File: src/inc/slcr_regs.svh
// register map, reset values, field positions and codes of the link control
`ifndef SLCR_REGS_SVH
`define SLCR_REGS_SVH

// ==========================================================
// device register addresses
`define SLCR_ADDR_ENABLE   12'h200
`define SLCR_ADDR_MODE     12'h201
`define SLCR_ADDR_SYNC     12'h203
`define SLCR_ADDR_CTRL     12'h204
`define SLCR_ADDR_TEST     12'h205

// ==========================================================
// device reset values
`define SLCR_RST_ENABLE    8'h01
`define SLCR_RST_MODE      8'h00
`define SLCR_RST_SYNC      8'h01
`define SLCR_RST_CTRL      8'h03
`define SLCR_RST_TEST      8'h00

// ==========================================================
// field positions
`define SLCR_BIT_ENABLE    0
`define SLCR_BIT_SOFT_SYNC 0
`define SLCR_BIT_SCR       0
`define SLCR_BIT_FORMAT    1
`define SLCR_SYNC_SEL_HI   3
`define SLCR_SYNC_SEL_LO   2
`define SLCR_BIT_UPPER     4
`define SLCR_TEST_HI       4
`define SLCR_TEST_LO       0
`define SLCR_MASK_SYNC     8'h01
`define SLCR_MASK_CTRL     8'h1F
`define SLCR_MASK_TEST     8'h1F

// ==========================================================
// lane mapping
`define SLCR_UPPER_BASE    4'h4
`define SLCR_UPPER_MAX_L   4'h4

// ==========================================================
// test pattern codes
`define SLCR_TP_NORMAL     5'h00
`define SLCR_TP_K285       5'h07
`define SLCR_TP_ILA        5'h08
`define SLCR_TP_RPAT       5'h09
`define SLCR_TP_LOW        5'h0A
`define SLCR_TP_HIGH       5'h0B
`define SLCR_TP_RSVD       5'h0C
`define SLCR_TP_K287       5'h10
`define SLCR_TP_RSVD_FIRST 5'h11

// ==========================================================
// controller APB map
`define SLCR_APB_CMD       8'h00
`define SLCR_APB_STATUS    8'h04
`define SLCR_APB_MODE      8'h08
`define SLCR_CMD_ADDR_HI   11
`define SLCR_CMD_DATA_LO   12
`define SLCR_CMD_DATA_HI   19
`define SLCR_CMD_WRITE     20
`define SLCR_ST_BUSY       0
`define SLCR_ST_DONE       1
`define SLCR_ST_REFUSED    2
`define SLCR_ST_RDATA_LO   8
`define SLCR_ST_RDATA_HI   15
`define SLCR_MODE_L_HI     3
`define SLCR_MODE_64B      4
`define SLCR_MODE_TSRX     5
`define SLCR_MODE_HI       5

`endif

File: src/inc/slcr_pkg.sv
// types shared by both ends of the link control register path
package slcr_pkg;

	// ==========================================================
	// sync request source selection
	typedef enum logic [1:0] {
		SLCR_SRC_SE_PIN = 2'h0,
		SLCR_SRC_TS_PAIR = 2'h1,
		SLCR_SRC_NONE = 2'h2,
		SLCR_SRC_RSVD = 2'h3
	} slcr_sync_src_type;

	// ==========================================================
	// controller sequencer states, gray along the path
	typedef enum logic [1:0] {
		SLCR_IDLE = 2'h0,
		SLCR_REQ = 2'h1,
		SLCR_WAIT = 2'h3,
		SLCR_DONE = 2'h2
	} slcr_state_type;

endpackage

File: src/inc/slcr_link_if.sv
// configuration path between the controller and the converter registers
`timescale 1ns/100ps
interface slcr_link_if (
	// clock and reset
	input wire logic pclk,
	input wire logic presetn
);
	logic        cfg_req;
	logic        cfg_write;
	logic [11:0] cfg_addr;
	logic [7:0]  cfg_wdata;
	logic        cfg_ack;
	logic [7:0]  cfg_rdata;

	modport dev (
		input  pclk, presetn, cfg_req, cfg_write, cfg_addr, cfg_wdata,
		output cfg_ack, cfg_rdata
	);
	modport host (
		input  pclk, presetn, cfg_ack, cfg_rdata,
		output cfg_req, cfg_write, cfg_addr, cfg_wdata
	);
endinterface

File: src/core/slcr_device.sv
// converter end: link control registers and the controls they drive
// Function
// - writing zero to soft bit requests sync
// - soft request works under every sync source
// - stuck-low pin cleared by source two or three
// - normal mapping drives lanes 0 to L-1
// - upper mapping drives lanes 4 to 4+L-1
// - upper mapping only for four lanes or fewer
// - sync source field picks pin, pair, none
// - pair source needs timestamp receiver enabled
// - format bit picks offset binary or two's complement
// - scrambler bit enables 8b/10b scrambling
// - 64b/66b always scrambles, ignoring the bit
// - codes 7,8,9,16 only in 8b/10b
// - code 10 holds low, 11 high
// - codes 13,14,15 patterns; 12,17-31 reserved
// - change controls only while link disabled; writes to mode register 12'h201 are not refused while enabled
// - reserved bits written as zero
// - disabled link held reset, powered down, gated
`include "slcr_regs.svh"
`timescale 1ns/100ps
module slcr_device
	import slcr_pkg::*;
#(
	parameter int LANES = 8
)(
	// register side
	slcr_link_if.dev  link,
	// sync request pins, active low, asynchronous
	input  wire logic              single_ended_sync_pin,
	input  wire logic              timestamp_input_pair,
	// mode facts from the mode decoder
	input  wire logic [3:0]        lane_count,
	input  wire logic              mode_64b66b,
	// sync and lanes
	output logic                   sync_request,
	output logic [LANES-1:0]       lane_enable,
	// data path controls
	output logic                   sample_format,
	output logic                   scramble_on,
	output logic [4:0]             pattern_select,
	output logic                   serial_hold_low,
	output logic                   serial_hold_high,
	output logic                   pattern_invalid,
	// link power, reset and mode controls
	output logic                   link_reset,
	output logic                   serializer_power_down,
	output logic                   serializer_clock_off,
	output logic                   multiframe_reset,
	output logic [5:0]             link_mode_select
);
	// ==========================================================
	// register file
	logic [7:0]        enable_reg;
	logic [7:0]        mode_reg;
	logic [7:0]        soft_reg;
	logic [7:0]        link_control;
	logic [7:0]        test_reg;
	logic              wr;
	logic              link_subsystem_enable;
	logic              soft_sync_request_n;
	logic              upper_lane_map;
	slcr_sync_src_type sync_src;
	logic [4:0]        test_pattern_select;

	assign wr = link.cfg_req & link.cfg_write;
	assign link_subsystem_enable = enable_reg[`SLCR_BIT_ENABLE];
	assign soft_sync_request_n = soft_reg[`SLCR_BIT_SOFT_SYNC];
	assign upper_lane_map = link_control[`SLCR_BIT_UPPER];
	assign sync_src = slcr_sync_src_type'(
		link_control[`SLCR_SYNC_SEL_HI:`SLCR_SYNC_SEL_LO]);
	assign test_pattern_select =
		test_reg[`SLCR_TEST_HI:`SLCR_TEST_LO];

	// register writes by address
	always_ff @(posedge link.pclk or negedge link.presetn) begin
		if (!link.presetn) begin
			enable_reg <= `SLCR_RST_ENABLE;
			mode_reg <= `SLCR_RST_MODE;
			soft_reg <= `SLCR_RST_SYNC;
			link_control <= `SLCR_RST_CTRL;
			test_reg <= `SLCR_RST_TEST;
		end else if (wr) begin
			if (link.cfg_addr == `SLCR_ADDR_ENABLE) begin
				enable_reg <= link.cfg_wdata;
			end else if (link.cfg_addr == `SLCR_ADDR_MODE) begin
				mode_reg <= link.cfg_wdata;
			end else if (link.cfg_addr == `SLCR_ADDR_SYNC) begin
				soft_reg <= link.cfg_wdata;
			end else if (link.cfg_addr == `SLCR_ADDR_CTRL) begin
				link_control <= link.cfg_wdata;
			end else if (link.cfg_addr == `SLCR_ADDR_TEST) begin
				test_reg <= link.cfg_wdata;
			end
		end
	end

	// read answer one cycle after the request, zero if unmapped
	always_ff @(posedge link.pclk or negedge link.presetn) begin
		if (!link.presetn) begin
			link.cfg_ack <= 1'b0;
			link.cfg_rdata <= 8'h00;
		end else begin
			link.cfg_ack <= link.cfg_req;
			if (link.cfg_req && !link.cfg_write) begin
				if (link.cfg_addr == `SLCR_ADDR_ENABLE) begin
					link.cfg_rdata <= enable_reg;
				end else if (link.cfg_addr == `SLCR_ADDR_MODE) begin
					link.cfg_rdata <= mode_reg;
				end else if (link.cfg_addr == `SLCR_ADDR_SYNC) begin
					link.cfg_rdata <= soft_reg;
				end else if (link.cfg_addr == `SLCR_ADDR_CTRL) begin
					link.cfg_rdata <= link_control;
				end else if (link.cfg_addr == `SLCR_ADDR_TEST) begin
					link.cfg_rdata <= test_reg;
				end else begin
					link.cfg_rdata <= 8'h00;
				end
			end
		end
	end

	// ==========================================================
	// sync pin synchronisers
	logic [1:0] pin_raw;
	logic [1:0] pin_s1;
	logic [1:0] pin_s2;
	logic [1:0] pin_s3;
	logic [1:0] pin_level;

	assign pin_raw = {timestamp_input_pair, single_ended_sync_pin};

	genvar p;
	generate
		for (p = 0; p < 2; p++) begin : g_pin
			// three stages, level taken once stages two and three agree
			always_ff @(posedge link.pclk or negedge link.presetn) begin
				if (!link.presetn) begin
					pin_s1[p] <= 1'b1;
					pin_s2[p] <= 1'b1;
					pin_s3[p] <= 1'b1;
					pin_level[p] <= 1'b1;
				end else begin
					pin_s1[p] <= pin_raw[p];
					pin_s2[p] <= pin_s1[p];
					pin_s3[p] <= pin_s2[p];
					if (pin_s2[p] == pin_s3[p]) begin
						pin_level[p] <= pin_s3[p];
					end
				end
			end
		end
	endgenerate

	// ==========================================================
	// effective sync request
	logic pin_request;

	// selected pin, low means request
	always_comb begin
		case (sync_src)
		SLCR_SRC_SE_PIN:  pin_request = ~pin_level[0];
		SLCR_SRC_TS_PAIR: pin_request = ~pin_level[1];
		default:          pin_request = 1'b0;
		endcase
	end

	// soft request ored in under any source
	always_ff @(posedge link.pclk or negedge link.presetn) begin
		if (!link.presetn) begin
			sync_request <= 1'b0;
		end else begin
			sync_request <= pin_request | ~soft_sync_request_n;
		end
	end

	// ==========================================================
	// lane mapping, one flop per lane
	genvar i;
	generate
		for (i = 0; i < LANES; i++) begin : g_lane
			localparam logic [4:0] IDX = 5'(i);
			always_ff @(posedge link.pclk or negedge link.presetn) begin
				if (!link.presetn) begin
					lane_enable[i] <= 1'b0;
				end else if (!link_subsystem_enable) begin
					lane_enable[i] <= 1'b0;
				end else if (upper_lane_map) begin
					lane_enable[i] <= (IDX >= {1'b0, `SLCR_UPPER_BASE})
						&& (IDX < {1'b0, `SLCR_UPPER_BASE}
						+ {1'b0, lane_count});
				end else begin
					lane_enable[i] <= IDX < {1'b0, lane_count};
				end
			end
		end
	endgenerate

	// ==========================================================
	// data path controls
	logic tp_8b_only;
	logic tp_reserved;

	// codes that need 8b/10b, and reserved codes
	always_comb begin
		tp_8b_only = 1'b0;
		case (test_pattern_select)
		`SLCR_TP_K285, `SLCR_TP_ILA, `SLCR_TP_RPAT,
		`SLCR_TP_K287: tp_8b_only = 1'b1;
		default: tp_8b_only = 1'b0;
		endcase
		tp_reserved = (test_pattern_select == `SLCR_TP_RSVD)
			|| (test_pattern_select >= `SLCR_TP_RSVD_FIRST);
	end

	// format, scrambling and pattern selection
	always_ff @(posedge link.pclk or negedge link.presetn) begin
		if (!link.presetn) begin
			sample_format <= 1'b0;
			scramble_on <= 1'b0;
			pattern_select <= `SLCR_TP_NORMAL;
			serial_hold_low <= 1'b0;
			serial_hold_high <= 1'b0;
			pattern_invalid <= 1'b0;
			link_mode_select <= 6'h00;
		end else begin
			sample_format <= link_control[`SLCR_BIT_FORMAT];
			scramble_on <= mode_64b66b
				| link_control[`SLCR_BIT_SCR];
			serial_hold_low <= test_pattern_select == `SLCR_TP_LOW;
			serial_hold_high <= test_pattern_select == `SLCR_TP_HIGH;
			pattern_invalid <= tp_reserved | (tp_8b_only & mode_64b66b);
			if (tp_reserved || (tp_8b_only && mode_64b66b)) begin
				pattern_select <= `SLCR_TP_NORMAL;
			end else begin
				pattern_select <= test_pattern_select;
			end
			link_mode_select <= mode_reg[`SLCR_MODE_HI:0];
		end
	end

	// ==========================================================
	// disabled link held in reset, serializers off
	always_ff @(posedge link.pclk or negedge link.presetn) begin
		if (!link.presetn) begin
			link_reset <= 1'b1;
			serializer_power_down <= 1'b1;
			serializer_clock_off <= 1'b1;
			multiframe_reset <= 1'b1;
		end else begin
			link_reset <= ~link_subsystem_enable;
			serializer_power_down <= ~link_subsystem_enable;
			serializer_clock_off <= ~link_subsystem_enable;
			multiframe_reset <= ~link_subsystem_enable;
		end
	end
endmodule

File: src/flat_wrapper.sv
// flat-port wrapper written by rule: the top's interface ports become plain ports
module slcr_device_flat import slcr_pkg::*;
#(
	parameter int LANES = 8
)
  (single_ended_sync_pin, timestamp_input_pair, lane_count, mode_64b66b, sync_request, lane_enable, sample_format, scramble_on, pattern_select, serial_hold_low, serial_hold_high, pattern_invalid, link_reset, serializer_power_down, serializer_clock_off, multiframe_reset, link_mode_select, pclk, presetn, link_cfg_req, link_cfg_write, link_cfg_addr, link_cfg_wdata, link_cfg_ack, link_cfg_rdata);
  slcr_link_if link_i (.pclk(pclk), .presetn(presetn));
  input  wire logic single_ended_sync_pin;
  input  wire logic timestamp_input_pair;
  input  wire logic [3:0] lane_count;
  input  wire logic mode_64b66b;
  output logic sync_request;
  output logic [LANES-1:0] lane_enable;
  output logic sample_format;
  output logic scramble_on;
  output logic [4:0] pattern_select;
  output logic serial_hold_low;
  output logic serial_hold_high;
  output logic pattern_invalid;
  output logic link_reset;
  output logic serializer_power_down;
  output logic serializer_clock_off;
  output logic multiframe_reset;
  output logic [5:0] link_mode_select;
  input wire logic pclk;
  input wire logic presetn;
  input wire logic [$bits(link_i.cfg_req)-1:0] link_cfg_req;
  input wire logic [$bits(link_i.cfg_write)-1:0] link_cfg_write;
  input wire logic [$bits(link_i.cfg_addr)-1:0] link_cfg_addr;
  input wire logic [$bits(link_i.cfg_wdata)-1:0] link_cfg_wdata;
  output wire logic [$bits(link_i.cfg_ack)-1:0] link_cfg_ack;
  output wire logic [$bits(link_i.cfg_rdata)-1:0] link_cfg_rdata;
  assign link_i.cfg_req = link_cfg_req;
  assign link_i.cfg_write = link_cfg_write;
  assign link_i.cfg_addr = link_cfg_addr;
  assign link_i.cfg_wdata = link_cfg_wdata;
  assign link_cfg_ack = link_i.cfg_ack;
  assign link_cfg_rdata = link_i.cfg_rdata;
  slcr_device #(.LANES(LANES)) u_core (.link(link_i), .single_ended_sync_pin(single_ended_sync_pin), .timestamp_input_pair(timestamp_input_pair), .lane_count(lane_count), .mode_64b66b(mode_64b66b), .sync_request(sync_request), .lane_enable(lane_enable), .sample_format(sample_format), .scramble_on(scramble_on), .pattern_select(pattern_select), .serial_hold_low(serial_hold_low), .serial_hold_high(serial_hold_high), .pattern_invalid(pattern_invalid), .link_reset(link_reset), .serializer_power_down(serializer_power_down), .serializer_clock_off(serializer_clock_off), .multiframe_reset(multiframe_reset), .link_mode_select(link_mode_select));
endmodule
File: config.mk
export PLATFORM = sky130hd
export DESIGN_NAME = slcr_device_flat
export DESIGN_NICKNAME = d
export VERILOG_FILES = /design/src/inc/slcr_pkg.sv /design/src/inc/slcr_link_if.sv /design/src/core/slcr_device.sv /design/src/flat_wrapper.sv
export VERILOG_INCLUDE_DIRS = /design/src /design/src/inc
export SDC_FILE = /design/constraint.sdc
export NUM_CORES = 1
export LEC_CHECK = 0
export BUFFER_PORTS_ARGS = -buffer_cell sky130_fd_sc_hd__buf_4
export CORE_AREA = 3 3 83 85
export CTS_BUF_LIST = sky130_fd_sc_hd__clkbuf_4 sky130_fd_sc_hd__clkbuf_8
export DETAILED_ROUTE_END_ITERATION = 8
export DIE_AREA = 0 0 86 88
export PLACE_DENSITY_LB_ADDON = 0.2
export SLEW_MARGIN = 15
export SYNTH_ARGS = -nofsm -noshare
export SYNTH_HDL_FRONTEND = slang
export SYNTH_SLANG_ARGS = --single-unit
File: constraint.sdc
create_clock -name pclk -period 1.6 [get_ports pclk]
set_clock_uncertainty 0.05 [all_clocks]
set_input_delay 0.32 -clock pclk [delete_from_list [all_inputs] [get_ports pclk]]
set_output_delay 0.32 -clock pclk [all_outputs]
set_load 0.02 [all_outputs]
==> results of run 1 <==
through the flow:
| step | cell area, sq um | hold slack (ps) | worst slack [ps] |
|---|---|---|---|
| 4_1_cts | 4770 | 10.8 | -177 |
| 2_1_floorplan | 3640 | -25.6 | -480 |
| 3_5_place_dp | 4440 | 213 | -566 |
| 6_report | 4780 | 23.5 | -198 |
| 5_1_grt | 4780 | 5.74 | -204 |
| 3_3_place_gp | 4440 | 214 | -543 |
power by group:
group | total (mW) | switching [mW] | internal [mW]
clock network | 1.82 | 0.773 | 1.05
registers | 2.13 | 0.00864 | 2.13
logic | 0.276 | 0.141 | 0.134
total | 4.23 | 0.923 | 3.31
worst reg2reg max path, cell delays in order, from the launching register on:
cell	delay [ps]
dfrtp_1	440
and4b_1	240
o21ai_0	250
nor4bb_1	350
repair_timing:
action                                 CTS  global route
setup endpoints to repair               42            48
endpoints found under the hold margin   22             0
pin swaps                                3             1
gates resized for setup                 18             2
hold buffers                             1             0
setup buffers                            1             0
path summary, 6_finish.rpt:
kind                                      start                        to  slack, ps  depth (start not counted)
hold reg to reg                u_core.pin_s1[1]          u_core.pin_s2[1]        310                          0
min in group asynchronous               presetn        u_core.mode_reg[1]        390                          2
setup / recovery               link_cfg_addr[5]    u_core.link_control[5]       -200                          4
setup reg to reg             u_core.test_reg[2]  u_core.pattern_select[2]        170                          3
hold / removal             timestamp_input_pair          u_core.pin_s1[1]         20                          1
max in group asynchronous               presetn          u_core.pin_s3[1]        540                          3
cell type report:
type                       count  area (sq um)  area share [%]
multi-input combinational    148          1470            30.8
sequential                    83          2090            43.8
tap                           77          96.3            2.01
inverter                       3          11.3           0.235
timing repair buffer         105           862            18.0
clock buffer                   9           124            2.59
clock inverter                 7           121            2.54
per-layer routing:
| layer | GRT usage [%] | wire length (um) |
|---|---|---|
| met5 | 0 | 0 |
| met4 | 10.2 | 182 |
| met3 | 3.39 | 346 |
| met2 | 37.0 | 3830 |
| met1 | 29.8 | 3490 |
cells by family (layout without fill, tap and decap cells):
kind of cell,Yosys count,after routing,synth area share [%]
buffers and inverters,18,124,2.85
flip-flops,83,83,58.9
multiplexers,57,57,19.2
AO/OA/AOI/OAI,30,30,5.88
AND/OR/NAND/NOR,57,57,12.1
adder cells (fa/ha/maj),4,4,1.13
layout by cell type, fill, tap and decap left out, types with 4 or more instances in the layout:
| cell | n |
|---|---|
| mux2_4 | 40 |
| or4_4 | 4 |
| and2_1 | 8 |
| o21ai_0 | 6 |
| buf_6 | 7 |
| clkbuf_8 | 9 |
| a221o_1 | 8 |
| mux2i_1 | 16 |
| a21oi_1 | 4 |
| o22ai_1 | 8 |
| buf_4 | 93 |
| maj3_1 | 4 |
| dfrtp_1 | 70 |
| dfstp_2 | 13 |
| nor2_1 | 10 |
==> impl_metrics.tcl, run 1 <==
set metrics [dict create \
    first_pass_iters 4 \
    synthTopCellsByCount "dfrtp_1, mux2_2, mux2_4, mux2i_1, dfstp_2" \
    fp.dieW_um 86 \
    synthesis.nets 280 \
    cts_tree "yes" \
    area_growth_pct 34.5 \
    antenna_found_initial 0 \
    crit_required_ps 1780 \
    fin_cells 432 \
    slowest_delay_ps 640 \
    ant_nets 0 \
    violations "setup timing" \
    fillCellCount 399 \
    syn_inst 249 \
    finalPower_mw 4.23 \
    htree_levels 3 \
    crit_buf_inv 1 \
    first_global_vias 2554 \
    vias 2419 \
    hpwl_um 5500 \
    seq_area_frac_synth_pct 58.9 \
    status "finished with violations" \
    synth_edf_count 0 \
    synthArstFlopShare_pct 100 \
    overflow 0 \
    clockBufferDepth 2 \
    cts_buffers 9 \
    die-area_sq_um 7570 \
    cpMostUsedCell "or4_4" \
    die_y_um 88 \
    max_clock_freq_ghz 0.556 \
    utilization_pct 76.2 \
    clk_pin_slew_worst_paths_ps 90 \
    nets 381 \
    synth.most_common_cell "dfrtp_1" \
    synth-seq-cells 83 \
    final.setup.tns_ps -6130 \
    wire_per_inst_um 18.2 \
    place_congestion 0.927 \
    ys.flop_type "dfrtp_1" \
    path_class "in -> reg" \
    slew_viol_final 0 \
    synth_cell_types 42 \
    grt_pass1_wl_um 13000 \
    yosysWarnings 0 \
    avgSynthCellArea_sq_um 14.3 \
    rsz0062_at_grt "true" \
    arrival_ps 1980 \
    start_kind "input port" \
    min_period_over_period_pct 112 \
    setup_viol 40 \
    synth_top_area_share_pct 49.3 \
    initial_core_util_pct 56.6 \
    hold_viol_final 0 \
    num_rows 29 \
    path_cells "buf_6, or4_4, or4_4, mux2_4" \
    drt_iter0_drc 80 \
    end_kind "register" \
    portBuffers 68 \
    worstMarginPinSlew_ps 385 \
    post-route-min-period_ps 1800 \
    drc 0 \
    p_per_area_nw_per_um2 885 \
    core_sq_um 6280 \
    clock-sinks 83 \
    leakagePower_nw 2.41 \
    clock_latency_ps 340 \
    hold_path.class "in -> reg" \
    dpl.cell_count 414 \
    setup_ws_ps -198 \
    drv_cap 0 \
    num_io_pins 69 \
    grt_max_degree 27 \
    diodes 0 \
    track_usage_pct 22.5 \
    slew_headroom_pct 74.4 \
    critPathMaxFanout 8 \
    synth_area_leaders "dfrtp_1, dfstp_2, mux2_2" \
    root_buffer "clkbuf_8" \
    crit_slowest_cell "or4_4" \
    viasPerCell 5.60 \
    cp_top_family "simple AND/OR/NAND/NOR gates" \
    syn_area_sq_um 3550 \
    ir_worst_vdd_mv 0.633 \
    wl_um 7850 \
    drive_gt1_share_pct 53.2 \
    synth_top_area_cell "dfrtp_1" \
]
Power figures use the tool's default switching activity.
==> run 2, diff against run 1 <==
CORE_AREA = 3 3 75 95   (was 3 3 83 85)
DIE_AREA = 0 0 78 98   (was 0 0 86 88)
==> run 2 against run 1 <==
- the flow still finishes with violations (setup timing)
- combinational power about the same
- critical path depth unchanged
- sequential power barely moved
- sequential cell count unchanged
- first-iteration DRC count rose by 100%
- non-clock buffer count decreased by 1
- final cell count rose by 1.6%
- routed wire length grew 8.7%
- cell area decreased by 0.71%
- worst setup slack gained 19 ps
- core utilization fell by 0.16 points
- register-to-register slack gained 30 ps
==> impl_metrics.tcl, run 2 (same netlist as run 1, synthesis figures left out) <==
set metrics [dict create \
    final_common_cell "buf_4" \
    cpMostUsedCell "or4_4" \
    htree_levels 3 \
    first_pass_iters 5 \
    rrSetupSlack_ps 200 \
    grt_max_degree 35 \
    worstMarginPinSlew_ps 358 \
    cts_buffers 9 \
    post-route-min-period_ps 1780 \
    die_y_um 98 \
    arrival_ps 1980 \
    hpwl_um 5730 \
    crit_slowest_cell "or4_4" \
    critPathMaxFanout 8 \
    drive_gt1_share_pct 52.8 \
    die-area_sq_um 7640 \
    portBuffers 68 \
    violations "setup timing" \
    clock-sinks 83 \
    start_kind "input port" \
    wire_per_inst_um 19.4 \
    setup_ws_ps -178 \
    slowest_delay_ps 630 \
    max_clock_freq_ghz 0.562 \
    min_period_over_period_pct 111 \
    clk_pin_slew_worst_paths_ps 90 \
    ir_worst_vdd_mv 0.620 \
    path_class "in -> reg" \
    crit_required_ps 1800 \
    antenna_found_initial 0 \
    clock_latency_ps 360 \
    fp.dieW_um 78 \
    end_kind "register" \
    cp-startpoint "link_cfg_addr[5]" \
    rsz0062_at_grt "true" \
    num_rows 32 \
    viasPerCell 5.68 \
    slew_viol_final 0 \
    ant_nets 0 \
    place_congestion 0.835 \
    area_growth_pct 33.6 \
    worstSetupEndpoint "u_core.test_reg[4]" \
    leakagePower_nw 2.39 \
    grt_pass1_wl_um 13700 \
    setup_viol 40 \
    slew_headroom_pct 76.1 \
    diodes 0 \
    initial_core_util_pct 56.9 \
    final.setup.tns_ps -4030 \
    track_usage_pct 23.6 \
    drt_iter0_drc 163 \
    drc 0 \
    r2r_cells 3 \
    drv_cap 0 \
    status "finished with violations" \
    core_sq_um 6250 \
    p_per_area_nw_per_um2 865 \
    fin_cells 439 \
    num_io_pins 69 \
    path_cells "buf_6, or4_4, or4_4, mux2_4" \
    hold_path.class "in -> reg" \
    first_global_vias 2639 \
    vias 2492 \
    mostFrequentLayoutCells "buf_4, dfrtp_1, mux2_4" \
    clockBufferDepth 2 \
    overflow 0 \
    r2r_end "u_core.pattern_select[2]" \
    dpl.cell_count 421 \
    nets 380 \
    root_buffer "clkbuf_8" \
    hold_viol_final 0 \
    r2r-start "u_core.test_reg[2]" \
    wl_um 8530 \
    cts_tree "yes" \
]
==> run 2: changes by cell type in the layout (fill, tap and decap cells not counted) <==
cell and delta:
mux2_4 -2, nor3_2 -1, nor3_1 +1, bufinv_16 -1
mux2_2 +2, clkbuf_8 +1, clkbuf_4 +2, buf_12 -1
inv_6 -3, buf_6 +2, clkinv_4 +1, buf_4 -2
==> run 2: per-stage QoR <==
stage / setup slack, ps / util, % / hold slack [ps] / cell area (sq um) / power [mW]
floorplan: -480 / - / -25.6 / 3640 / 2.25
global placement: -537 / 71.0 / 203 / 4430 / 2.43
detailed placement: -561 / 71.0 / 208 / 4430 / 2.44
CTS: -165 / 75.9 / 7.55 / 4740 / 4.12
global route: -179 / 76.0 / 7.55 / 4750 / 4.25
finish: -178 / 76.0 / 22.9 / 4750 / 4.11
==> run 2: critical path: cells and delay by family <==
kind | cells | cell delay, ps
mux | 1 | 360
simple gates | 2 | 1210
buf+inv | 1 | 90
==> run 2: final cells by class <==
cell class / count / area (sq um)
repair buffers: 104 / 850
clock inverters: 4 / 73.8
inverters: 3 / 11.3
multi-input cells: 148 / 1460
flip-flops and latches: 83 / 2090
fillers: 400 / 1500
well taps: 85 / 106
clock buffers: 12 / 153
==> run 2: metal layers <==
layer	up-vias	GRT usage [%]	part of all wire, %
met5	-	0	0
met4	0	12.1	2.7
met3	19	4.34	4.3
met2	79	39.6	53
met1	1282	28.9	40
li1	1112	-	-
==> run 2: worst min-delay path by stage <==
stage          cells past startpoint                   end  slack [ps]                   from
5_1_grt                            1      u_core.pin_s1[0]           8  single_ended_sync_pin
3_5_place_dp                       1    u_core.soft_reg[1]         210                presetn
3_3_place_gp                       1    u_core.soft_reg[1]         200                presetn
6_report                           1      u_core.pin_s1[1]          20   timestamp_input_pair
2_1_floorplan                      0  u_core.enable_reg[1]         -30                presetn
4_1_cts                            1      u_core.pin_s1[1]           8   timestamp_input_pair
==> run 2: report_power, final <==
part	switching, mW	leakage [nW]	internal, mW
clock	0.737	0.117	0.958
combinational	0.142	1.17	0.134
sequential	0.0103	1.10	2.13
total	0.889	2.39	3.22
==> run 2: timing repair <==
item,CTS,global route
hold buffers,1,0
pin swaps,4,0
buffers inserted,1,0
endpoints found under the setup margin,41,45
gates resized for setup,17,2
hold endpoints to repair,22,0
